**src/rtl/sil_pkg.sv**
```systemverilog
package sil_pkg;
   // register offsets
   localparam logic [7:0] ADDR_MODE_SELECT = 8'h04;
   localparam logic [7:0] ADDR_I2C_CONTROL = 8'h05;
   localparam logic [7:0] ADDR_REMOTE_DESER_ID = 8'h06;
   localparam logic [7:0] ADDR_REMOTE_SLAVE0_TARGET = 8'h07;
   localparam logic [7:0] ADDR_REMOTE_SLAVE0_ALIAS = 8'h08;
   localparam logic [7:0] ADDR_CRC_ERROR_COUNT_LOW = 8'h0A;
   localparam logic [7:0] ADDR_CRC_ERROR_COUNT_HIGH = 8'h0B;
   localparam logic [7:0] ADDR_GENERAL_STATUS = 8'h0C;

   // field positions
   localparam int MODE_COUNTER_CLEAR_BIT = 5;
   localparam int I2C_WD_SPEEDUP_BIT = 1;
   localparam int I2C_WD_DISABLE_BIT = 0;
   localparam logic [7:0] I2C_CONTROL_MASK = 8'h1F;
   localparam int ID_HOLD_BIT = 0;
   localparam int STATUS_SELFTEST_CRC_BIT = 3;
   localparam int STATUS_PCLK_DETECT_BIT = 2;
   localparam int STATUS_DESER_ERROR_BIT = 1;
   localparam int STATUS_LINK_DETECT_BIT = 0;

   // reset values
   localparam logic [7:0] RESET_BYTE = 8'h00;
   localparam logic [6:0] RESET_ADDR7 = 7'h00;
   localparam logic [15:0] RESET_COUNT = 16'h0000;
   localparam logic [15:0] COUNT_MAX = 16'hFFFF;

   // timing
   localparam int CLK_MHZ = 50;
   localparam int WD_LONG_US = 1000000;
   localparam int WD_SHORT_US = 50;
   localparam int WD_LONG_CYCLES = WD_LONG_US * CLK_MHZ;
   localparam int WD_SHORT_CYCLES = WD_SHORT_US * CLK_MHZ;
   localparam int WD_COUNT_W = 26;
   localparam int RECOVER_HALF_NS = 5000;
   localparam int RECOVER_HALF_CYCLES = (RECOVER_HALF_NS * CLK_MHZ) / 1000;
   localparam int RECOVER_PULSES = 9;

   typedef enum logic [1:0] {
      SIL_WD_WATCH = 2'b00,
      SIL_WD_PULSE_LOW = 2'b01,
      SIL_WD_PULSE_HIGH = 2'b11,
      SIL_WD_FREE = 2'b10
   } sil_wd_state_e;
endpackage

```
**src/rtl/sil_bus_watchdog.sv**
```systemverilog
module sil_bus_watchdog
   import sil_pkg::*;
#(
   parameter int LONG_CYCLES = WD_LONG_CYCLES
) (
   input wire logic clk, // system clock
   input wire logic rst, // synchronous reset
   input wire logic scl_i, // clock line level
   input wire logic sda_i, // data line level
   input wire logic speedup, // short timeout select
   input wire logic wd_disable, // suspend watchdog
   output logic scl_o, // clock line drive value
   output logic scl_oe, // clock line drive enable
   output logic bus_free // bus idle with data high
);
   logic scl_m, scl_s, scl_p;
   logic sda_m, sda_s, sda_p;
   logic [WD_COUNT_W-1:0] count;
   logic [WD_COUNT_W-1:0] limit;
   logic [8:0] half_count;
   logic [3:0] pulses;
   sil_wd_state_e state;
   logic activity;
   logic expired;
   logic half_done;

   always_ff @(posedge clk) begin
      if (rst) begin
         {scl_m, scl_s, scl_p} <= 3'h7;
         {sda_m, sda_s, sda_p} <= 3'h7;
      end else begin
         {scl_m, scl_s, scl_p} <= {scl_i, scl_m, scl_s};
         {sda_m, sda_s, sda_p} <= {sda_i, sda_m, sda_s};
      end
   end

   assign activity = (scl_s != scl_p) || (sda_s != sda_p);
   assign limit = speedup ? WD_COUNT_W'(WD_SHORT_CYCLES - 1) : WD_COUNT_W'(LONG_CYCLES - 1);
   assign expired = (count >= limit);
   assign half_done = (half_count == 9'(RECOVER_HALF_CYCLES - 1));
   assign scl_o = 1'b0;
   assign scl_oe = (state == SIL_WD_PULSE_LOW);
   assign bus_free = (state == SIL_WD_FREE);

   always_ff @(posedge clk) begin
      if (rst) begin
         state <= SIL_WD_WATCH;
         count <= '0;
         half_count <= '0;
         pulses <= '0;
      end else if (wd_disable) begin
         state <= SIL_WD_WATCH;
         count <= '0;
         half_count <= '0;
         pulses <= '0;
      end else begin
         unique case (state)
            SIL_WD_WATCH: begin
               if (activity) begin
                  count <= '0;
               end else if (expired) begin
                  count <= '0;
                  if (sda_s) begin
                     state <= SIL_WD_FREE;
                  end else begin
                     state <= SIL_WD_PULSE_LOW;
                     half_count <= '0;
                     pulses <= '0;
                  end
               end else begin
                  count <= count + 1'b1;
               end
            end
            SIL_WD_FREE: begin
               if (activity) begin
                  state <= SIL_WD_WATCH;
               end
            end
            SIL_WD_PULSE_LOW: begin
               half_count <= half_done ? 9'h000 : half_count + 1'b1;
               if (half_done) begin
                  state <= SIL_WD_PULSE_HIGH;
               end
            end
            SIL_WD_PULSE_HIGH: begin
               half_count <= half_done ? 9'h000 : half_count + 1'b1;
               if (half_done) begin
                  if (pulses == 4'(RECOVER_PULSES - 1)) begin
                     state <= SIL_WD_WATCH;
                     count <= '0;
                  end else begin
                     pulses <= pulses + 1'b1;
                     state <= SIL_WD_PULSE_LOW;
                  end
               end
            end
         endcase
      end
   end
endmodule

```
**src/rtl/sil_link_status_regs.sv**
```systemverilog
// What this block does
// - watchdog about 1 s, or 50 us
// - disable bit suspends all watchdog action
// - data high and idle means free
// - data low and idle: nine clocks
// - remote id address; zero blocks access
// - auto-load id on lock unless held
// - hold bit keeps written id address
// - alias hits remap to slave0 target
// - zero alias or target blocks forwarding
// - 16-bit CRC count, two bytes, clearable
// - counters held cleared while clear set
// - self-test CRC flag with its clears
// - pixel clock detect held until invalid
// - normal CRC flag with its clears
// - link detect status bit
// - second port select redirects port fields
module sil_link_status_regs
   import sil_pkg::*;
#(
   parameter int LONG_CYCLES = WD_LONG_CYCLES
) (
   input wire logic clk, // system clock
   input wire logic rst, // synchronous reset
   input wire logic [7:0] reg_addr, // register offset
   input wire logic reg_wr, // write strobe, one cycle
   input wire logic [7:0] reg_wdata, // write data
   output logic [7:0] reg_rdata, // read data, one cycle after address
   input wire logic second_port_select, // port 1 view of per-port fields
   input wire logic [1:0] link_detect, // cable link present per port
   input wire logic [1:0] rx_lock, // receiver lock per port
   input wire logic [1:0] id_load_valid, // id offered by control channel
   input wire logic [13:0] id_load_addr, // offered id, port 1 in upper 7 bits
   input wire logic [1:0] crc_error, // back-channel CRC error pulse
   input wire logic [1:0] selftest_active, // self-test running per port
   input wire logic [1:0] selftest_restart, // self-test restart pulse
   input wire logic pclk_valid, // valid pixel clock seen
   input wire logic pclk_out_of_range, // out-of-range pixel clock seen
   input wire logic scl_i, // clock line level
   input wire logic sda_i, // data line level
   output logic scl_o, // clock line drive value
   output logic scl_oe, // clock line drive enable
   output logic i2c_bus_free, // bus found free by watchdog
   input wire logic fwd_req, // local transaction address valid
   input wire logic fwd_port, // link port of the transaction
   input wire logic [6:0] fwd_addr_in, // local 7-bit address
   output logic fwd_hit, // transaction goes to remote slave 0
   output logic [6:0] fwd_addr, // remapped address
   output logic [1:0] deser_access_en, // remote deserializer reachable
   output logic [13:0] remote_deser_address // id per port, port 1 upper
);
   logic counter_clear;
   logic [7:0] i2c_control;
   logic pclk_detect;
   logic [6:0] deser_addr [2];
   logic hold_remote_id [2];
   logic [6:0] target [2];
   logic [6:0] alias_addr [2];
   logic [15:0] crc_count [2];
   logic selftest_crc_error_flag [2];
   logic deser_error_flag [2];
   logic [7:0] next_rdata;
   logic next_fwd_hit;
   logic [6:0] next_fwd_addr;
   logic cur;
   logic [7:0] status_byte;

   function automatic logic write_to(input logic [7:0] addr);
      return reg_wr && (reg_addr == addr);
   endfunction

   always_ff @(posedge clk) begin
      if (rst) begin
         counter_clear <= 1'b0;
         i2c_control <= RESET_BYTE;
         pclk_detect <= 1'b0;
      end else begin
         if (write_to(ADDR_MODE_SELECT)) begin
            counter_clear <= reg_wdata[MODE_COUNTER_CLEAR_BIT];
         end
         if (write_to(ADDR_I2C_CONTROL)) begin
            i2c_control <= reg_wdata & I2C_CONTROL_MASK;
         end
         // set wins, held until invalid clock
         if (pclk_valid) begin
            pclk_detect <= 1'b1;
         end else if (pclk_out_of_range) begin
            pclk_detect <= 1'b0;
         end
      end
   end

   sil_bus_watchdog #(
      .LONG_CYCLES(LONG_CYCLES)
   ) u_watchdog (
      .clk(clk),
      .rst(rst),
      .scl_i(scl_i),
      .sda_i(sda_i),
      .speedup(i2c_control[I2C_WD_SPEEDUP_BIT]),
      .wd_disable(i2c_control[I2C_WD_DISABLE_BIT]),
      .scl_o(scl_o),
      .scl_oe(scl_oe),
      .bus_free(i2c_bus_free)
   );

   for (genvar p = 0; p < 2; p++) begin : g_port
      logic port_sel;
      logic normal_error;
      logic test_error;
      // writes land on the selected port
      assign port_sel = (second_port_select == 1'(p));
      assign normal_error = crc_error[p] && !selftest_active[p];
      assign test_error = crc_error[p] && selftest_active[p];

      always_ff @(posedge clk) begin
         if (rst) begin
            deser_addr[p] <= RESET_ADDR7;
            hold_remote_id[p] <= 1'b0;
            target[p] <= RESET_ADDR7;
            alias_addr[p] <= RESET_ADDR7;
         end else begin
            // written value kept with hold bit
            if (port_sel && write_to(ADDR_REMOTE_DESER_ID)) begin
               deser_addr[p] <= reg_wdata[7:1];
               hold_remote_id[p] <= reg_wdata[ID_HOLD_BIT];
            // auto-load on lock when not held
            end else if (id_load_valid[p] && rx_lock[p] && !hold_remote_id[p]) begin
               deser_addr[p] <= id_load_addr[p*7 +: 7];
            end
            if (port_sel && write_to(ADDR_REMOTE_SLAVE0_TARGET)) begin
               target[p] <= reg_wdata[7:1];
            end
            if (port_sel && write_to(ADDR_REMOTE_SLAVE0_ALIAS)) begin
               alias_addr[p] <= reg_wdata[7:1];
            end
         end
      end

      always_ff @(posedge clk) begin
         if (rst) begin
            crc_count[p] <= RESET_COUNT;
            selftest_crc_error_flag[p] <= 1'b0;
            deser_error_flag[p] <= 1'b0;
         end else begin
            // held cleared while clear bit set
            if (counter_clear) begin
               crc_count[p] <= RESET_COUNT;
            end else if (crc_error[p] && crc_count[p] != COUNT_MAX) begin
               crc_count[p] <= crc_count[p] + 16'h0001;
            end
            if (test_error) begin
               selftest_crc_error_flag[p] <= 1'b1;
            end else if (!link_detect[p] || selftest_restart[p] || counter_clear) begin
               selftest_crc_error_flag[p] <= 1'b0;
            end
            if (normal_error) begin
               deser_error_flag[p] <= 1'b1;
            end else if (!link_detect[p] || counter_clear) begin
               deser_error_flag[p] <= 1'b0;
            end
         end
      end

      assign deser_access_en[p] = (deser_addr[p] != RESET_ADDR7);
      assign remote_deser_address[p*7 +: 7] = deser_addr[p];
   end

   assign cur = second_port_select;

   always_comb begin
      status_byte = RESET_BYTE;
      status_byte[STATUS_SELFTEST_CRC_BIT] = selftest_crc_error_flag[cur];
      status_byte[STATUS_PCLK_DETECT_BIT] = pclk_detect;
      status_byte[STATUS_DESER_ERROR_BIT] = deser_error_flag[cur];
      status_byte[STATUS_LINK_DETECT_BIT] = link_detect[cur];
   end

   always_comb begin
      next_rdata = RESET_BYTE;
      unique case (reg_addr)
         ADDR_MODE_SELECT: next_rdata[MODE_COUNTER_CLEAR_BIT] = counter_clear;
         ADDR_I2C_CONTROL: next_rdata = i2c_control;
         ADDR_REMOTE_DESER_ID: next_rdata = {deser_addr[cur], hold_remote_id[cur]};
         ADDR_REMOTE_SLAVE0_TARGET: next_rdata = {target[cur], 1'b0};
         ADDR_REMOTE_SLAVE0_ALIAS: next_rdata = {alias_addr[cur], 1'b0};
         ADDR_CRC_ERROR_COUNT_LOW: next_rdata = crc_count[cur][7:0];
         ADDR_CRC_ERROR_COUNT_HIGH: next_rdata = crc_count[cur][15:8];
         ADDR_GENERAL_STATUS: next_rdata = status_byte;
         default: next_rdata = RESET_BYTE;
      endcase
   end

   // alias match remaps to target; zero fields block
   assign next_fwd_hit = fwd_req
                         && (alias_addr[fwd_port] != RESET_ADDR7)
                         && (target[fwd_port] != RESET_ADDR7)
                         && (fwd_addr_in == alias_addr[fwd_port]);
   assign next_fwd_addr = next_fwd_hit ? target[fwd_port] : fwd_addr_in;

   always_ff @(posedge clk) begin
      if (rst) begin
         reg_rdata <= RESET_BYTE;
         fwd_hit <= 1'b0;
         fwd_addr <= RESET_ADDR7;
      end else begin
         reg_rdata <= next_rdata;
         fwd_hit <= next_fwd_hit;
         fwd_addr <= next_fwd_addr;
      end
   end
endmodule

```
**config.mk**
```make
export PLATFORM = sky130hd
export DESIGN_NAME = sil_link_status_regs
export DESIGN_NICKNAME = d
export VERILOG_FILES = /design/src/rtl/sil_pkg.sv /design/src/rtl/sil_bus_watchdog.sv /design/src/rtl/sil_link_status_regs.sv
export SDC_FILE = /design/constraint.sdc
export NUM_CORES = 1
export LEC_CHECK = 0
export ABC_AREA = 1
export BUFFER_PORTS_ARGS = -buffer_cell sky130_fd_sc_hd__buf_2
export CELL_PAD_IN_SITES_DETAIL_PLACEMENT = 1
export CELL_PAD_IN_SITES_GLOBAL_PLACEMENT = 2
export CORE_ASPECT_RATIO = 0.7
export CORE_MARGIN = 4
export CORE_UTILIZATION = 34
export DETAILED_ROUTE_END_ITERATION = 8
export GPL_TIMING_DRIVEN = 0
export PLACE_DENSITY_LB_ADDON = 0.3
export SLEW_MARGIN = 20
export SYNTH_ARGS = -nofsm -noshare
export SYNTH_HDL_FRONTEND = slang
export SYNTH_HIERARCHICAL = 1
export SYNTH_SLANG_ARGS = --single-unit
```
**constraint.sdc**
```tcl
create_clock -name clk -period 2.46 [get_ports clk]
set_input_delay 0.369 -clock clk [delete_from_list [all_inputs] [get_ports clk]]
set_output_delay 0.369 -clock clk [all_outputs]
set_load 0.02 [all_outputs]
```
==> flow_summary_export.csv <==
group,metric,value,unit
status,status,"completed",
global_route,track_usage,0.209,
route,vias_per_cell,4.96,
route,ant_nets,0,
timing,setup_viol,0,
route,drtPass1Iterations,5,
clock_network,cts.htree.levels,4,
die,die_y,146,microns
synthesis,synth_largest_area_cell,"edfxtp_1",
worst_setup_path,critical_path_cell_count,11,
worst_setup_path,critPathMaxFanout,16,
worst_hold_path,worstHoldPathType,"in2reg",
timing,whs,0.115,ns
timing,slew_violations,0,
global_route,grt_max_degree,18,
worst_setup_path,slowest_delay,0.41,ns
synthesis,synth_edf_count,80,
timing,worst_pin_slew,0.924,ns
clock_network,path_clk_slew,0.07,ns
cells_and_area,multiInputGateArea,0.00470,sq mm
synthesis,synth_top_area_share,0.260,
cells_and_area,final_common_cell,"nand2_1",
worst_setup_path,timing.rr.end,"crc_count[0][14]$_SDFFCE_PN0P_",
timing,fmaxAchievable,437,MHz
worst_setup_path,cpLargestDelayFamily,"simple AND/OR/NAND/NOR gates",
synthesis,seq_area_frac_synth,0.412,
cells_and_area,postLayoutCellArea,0.0108,sq mm
synthesis,syn-cell-area,0.00923,sq mm
worst_setup_path,crit_start,"crc_count[0][0]$_SDFFCE_PN0P_",
placement,place_area,0.0101,sq mm
die,start_util,0.346,
synthesis,synth_async_sr_flop_share,0,
synthesis,ys_warn_count,6,
worst_setup_path,crit_top_cell,"nand2_1",
cells_and_area,fillCellCount,3371,
clock_network,cts_sinks,150,
flow_run,cap_violations,0,
worst_setup_path,cp_slowest_cell,"edfxtp_1",
clock_network,clockBufferDepth,2,
timing,finalHoldViolations,0,
global_route,antenna_found_initial,2,
synthesis,synthCells,1270,
die,core_area,0.0267,sq mm
clock_network,hold_buffers,0,
worst_setup_path,worstPathCellList,"ha_1, nand3_2, nor2_1, nand2_1, nor2_4, nand2_1, nor2_1, nand2_1, nand3_4, buf_6, nand2_8",
power_and_ir_drop,vdd_ir_drop_max,0.000401,V
worst_setup_path,crit_path_end,"crc_count[0][14]$_SDFFCE_PN0P_",
global_route,grt_pass1_wl,48.9,mm
die,rows,50,
cells_and_area,nNetsFinal,1469,
synthesis,ys_ff_latch,150,
worst_setup_path,worst-endpoint-arrival,2.44,ns
global_route,grt_pass1_vias,8711,
cells_and_area,fin_cells,1762,
worst_setup_path,r2r_cells,11,
cells_and_area,layout-drive-gt1-share,0.162,
synthesis,ys_types,46,
synthesis,synth.net_count,1354,
route,drtIter0Drc,581,
cells_and_area,final_cell_mix,"nand2_1 (378), nor2_1 (158), inv_1 (137)",
cells_and_area,area_growth,17.1,%
placement,portBuffers,90,
worst_setup_path,path_buf_inv,1,
power_and_ir_drop,p_leak,4.79,nW
worst_setup_path,rrSetupSlack,0.17,ns
synthesis,synthTopCellsByArea,"edfxtp_1 (26%), nand2_1 (15%), dfxtp_1 (15%), nor2_1 (6.4%), inv_1 (5.6%)",
placement,gp_congestion,0.860,
power_and_ir_drop,power,6.16,mW
cells_and_area,num_antenna_cells,0,
timing,rsz0062_at_grt,"false",
global_route,overflow,0,
clock_network,root_buffer,"clkbuf_16",
cells_and_area,ff_latch_area,0.00381,sq mm
power_and_ir_drop,powerDensity,570,mW/mm^2
timing,fin_ws,0.172,ns
placement,place_inst,1724,
worst_setup_path,cp-start-kind,"flip-flop",
route,num_vias,8739,
route,drc,0,
timing,finalCritPeriodShare,0.930,
die,ios,94,
timing,max_slew_margin,0.377,
clock_network,cts_tree,"built",
worst_setup_path,cp.required,2.61,ns
route,wl_per_cell,17.5,microns
die,die_area,0.0299,sq mm
placement,pre_cts_ws,-0.321,ns
synthesis,synth.avg_cell_area,7.27,sq um
synthesis,ys.flop_type,"edfxtp_1",
placement,hpwl,24.0,mm
worst_setup_path,endpoint_kind,"flip-flop",
worst_setup_path,crit_type,"reg2reg",
timing,period_minus_slack,2.29,ns
clock_network,clock_latency,0.44,ns
timing,finClkSkew,0.0117,ns
worst_setup_path,timing.rr.start,"crc_count[0][0]$_SDFFCE_PN0P_",
die,dieWidth,205,microns
route,drt_wl_total,30.8,mm
clock_network,numCtsBuffers,17,
cells in the mapped netlist (7+ instances only):
master      n
nand3b_1    7
o21ai_0    49
buf_6       7
clkbuf_1   13
or2_2      12
inv_1     137
nand2_2    15
buf_2       7
ha_1       25
o21ai_1     7
nand2_1   381
nand3_2     8
nor2_2     14
nand3_1    78
dfxtp_1    70
nor2_1    158
edfxtp_1   80
a21oi_1    65
nand4_1    35
xor2_1     23
nor3_1     16
repair_timing:
item | 4_1_cts | 5_1_grt
endpoints found under the setup margin | 72 | 42
gates resized for setup | 5 | 5
setup buffers | 0 | 6
routing by layer:
metal	track usage	up-vias	share of wire
met5	0	-	0.00068
met1	0.342	4147	0.55
li1	-	4364	-
met2	0.275	204	0.38
met3	0.0515	20	0.062
met4	0.0318	4	0.0053
through the flow:
stage | utilization | TNS, ns
after floorplan | - | 0
after global placement | 0.380 | -9.42
after detailed placement | 0.380 | -13.91
after CTS | 0.402 | 0
after global routing | 0.405 | 0
final | 0.405 | 0
cells by family after synthesis:
logic type	count (synthesis)	synth area share
AO/OA/AOI/OAI	127	0.0706
flip-flops	150	0.412
buffers and inverters	180	0.0831
multiplexers	2	0.00217
XOR/XNOR	29	0.0275
adder cells (fa/ha/maj)	25	0.0339
AND/OR/NAND/NOR	756	0.370
other	1	0.000406
power by group:
| part | internal (mW) | switching (mW) |
|---|---|---|
| logic | 0.183 | 0.427 |
| registers | 2.73 | 0.0882 |
| clock network | 1.59 | 1.14 |
| total | 4.51 | 1.65 |
flip-flops by register name, indices dropped and copies added, names as in the netlist, 4 cells and up:
register,flops
crc_count,32
u_watchdog/count,26
alias_addr,14
deser_addr,14
target,14
u_watchdog/half_count,9
reg_rdata,8
fwd_addr,7
i2c_control,5
u_watchdog/pulses,4
layout make-up:
type                       count  area share
sequential                   150       0.352
buffer                        34      0.0197
tap                          364      0.0421
clock buffer                  19      0.0400
multi-input combinational    940       0.435
inverter                     146      0.0513
timing repair buffer          96      0.0458
clock inverter                13      0.0143
worst min-delay path by stage:
stage	cells after the start	slack (ns)	to	start
floorplan	1	0.39	u_watchdog/scl_s$_SDFF_PP1_	u_watchdog/scl_m$_SDFF_PP1_
global placement	1	0.40	u_watchdog/sda_s$_SDFF_PP1_	u_watchdog/sda_m$_SDFF_PP1_
detailed placement	1	0.40	u_watchdog/sda_s$_SDFF_PP1_	u_watchdog/sda_m$_SDFF_PP1_
CTS	2	0.10	u_watchdog/sda_m$_SDFF_PP1_	sda_i
global route	2	0.10	u_watchdog/sda_m$_SDFF_PP1_	sda_i
finish	2	0.12	u_watchdog/sda_m$_SDFF_PP1_	sda_i
Power figures use the tool's default switching activity.
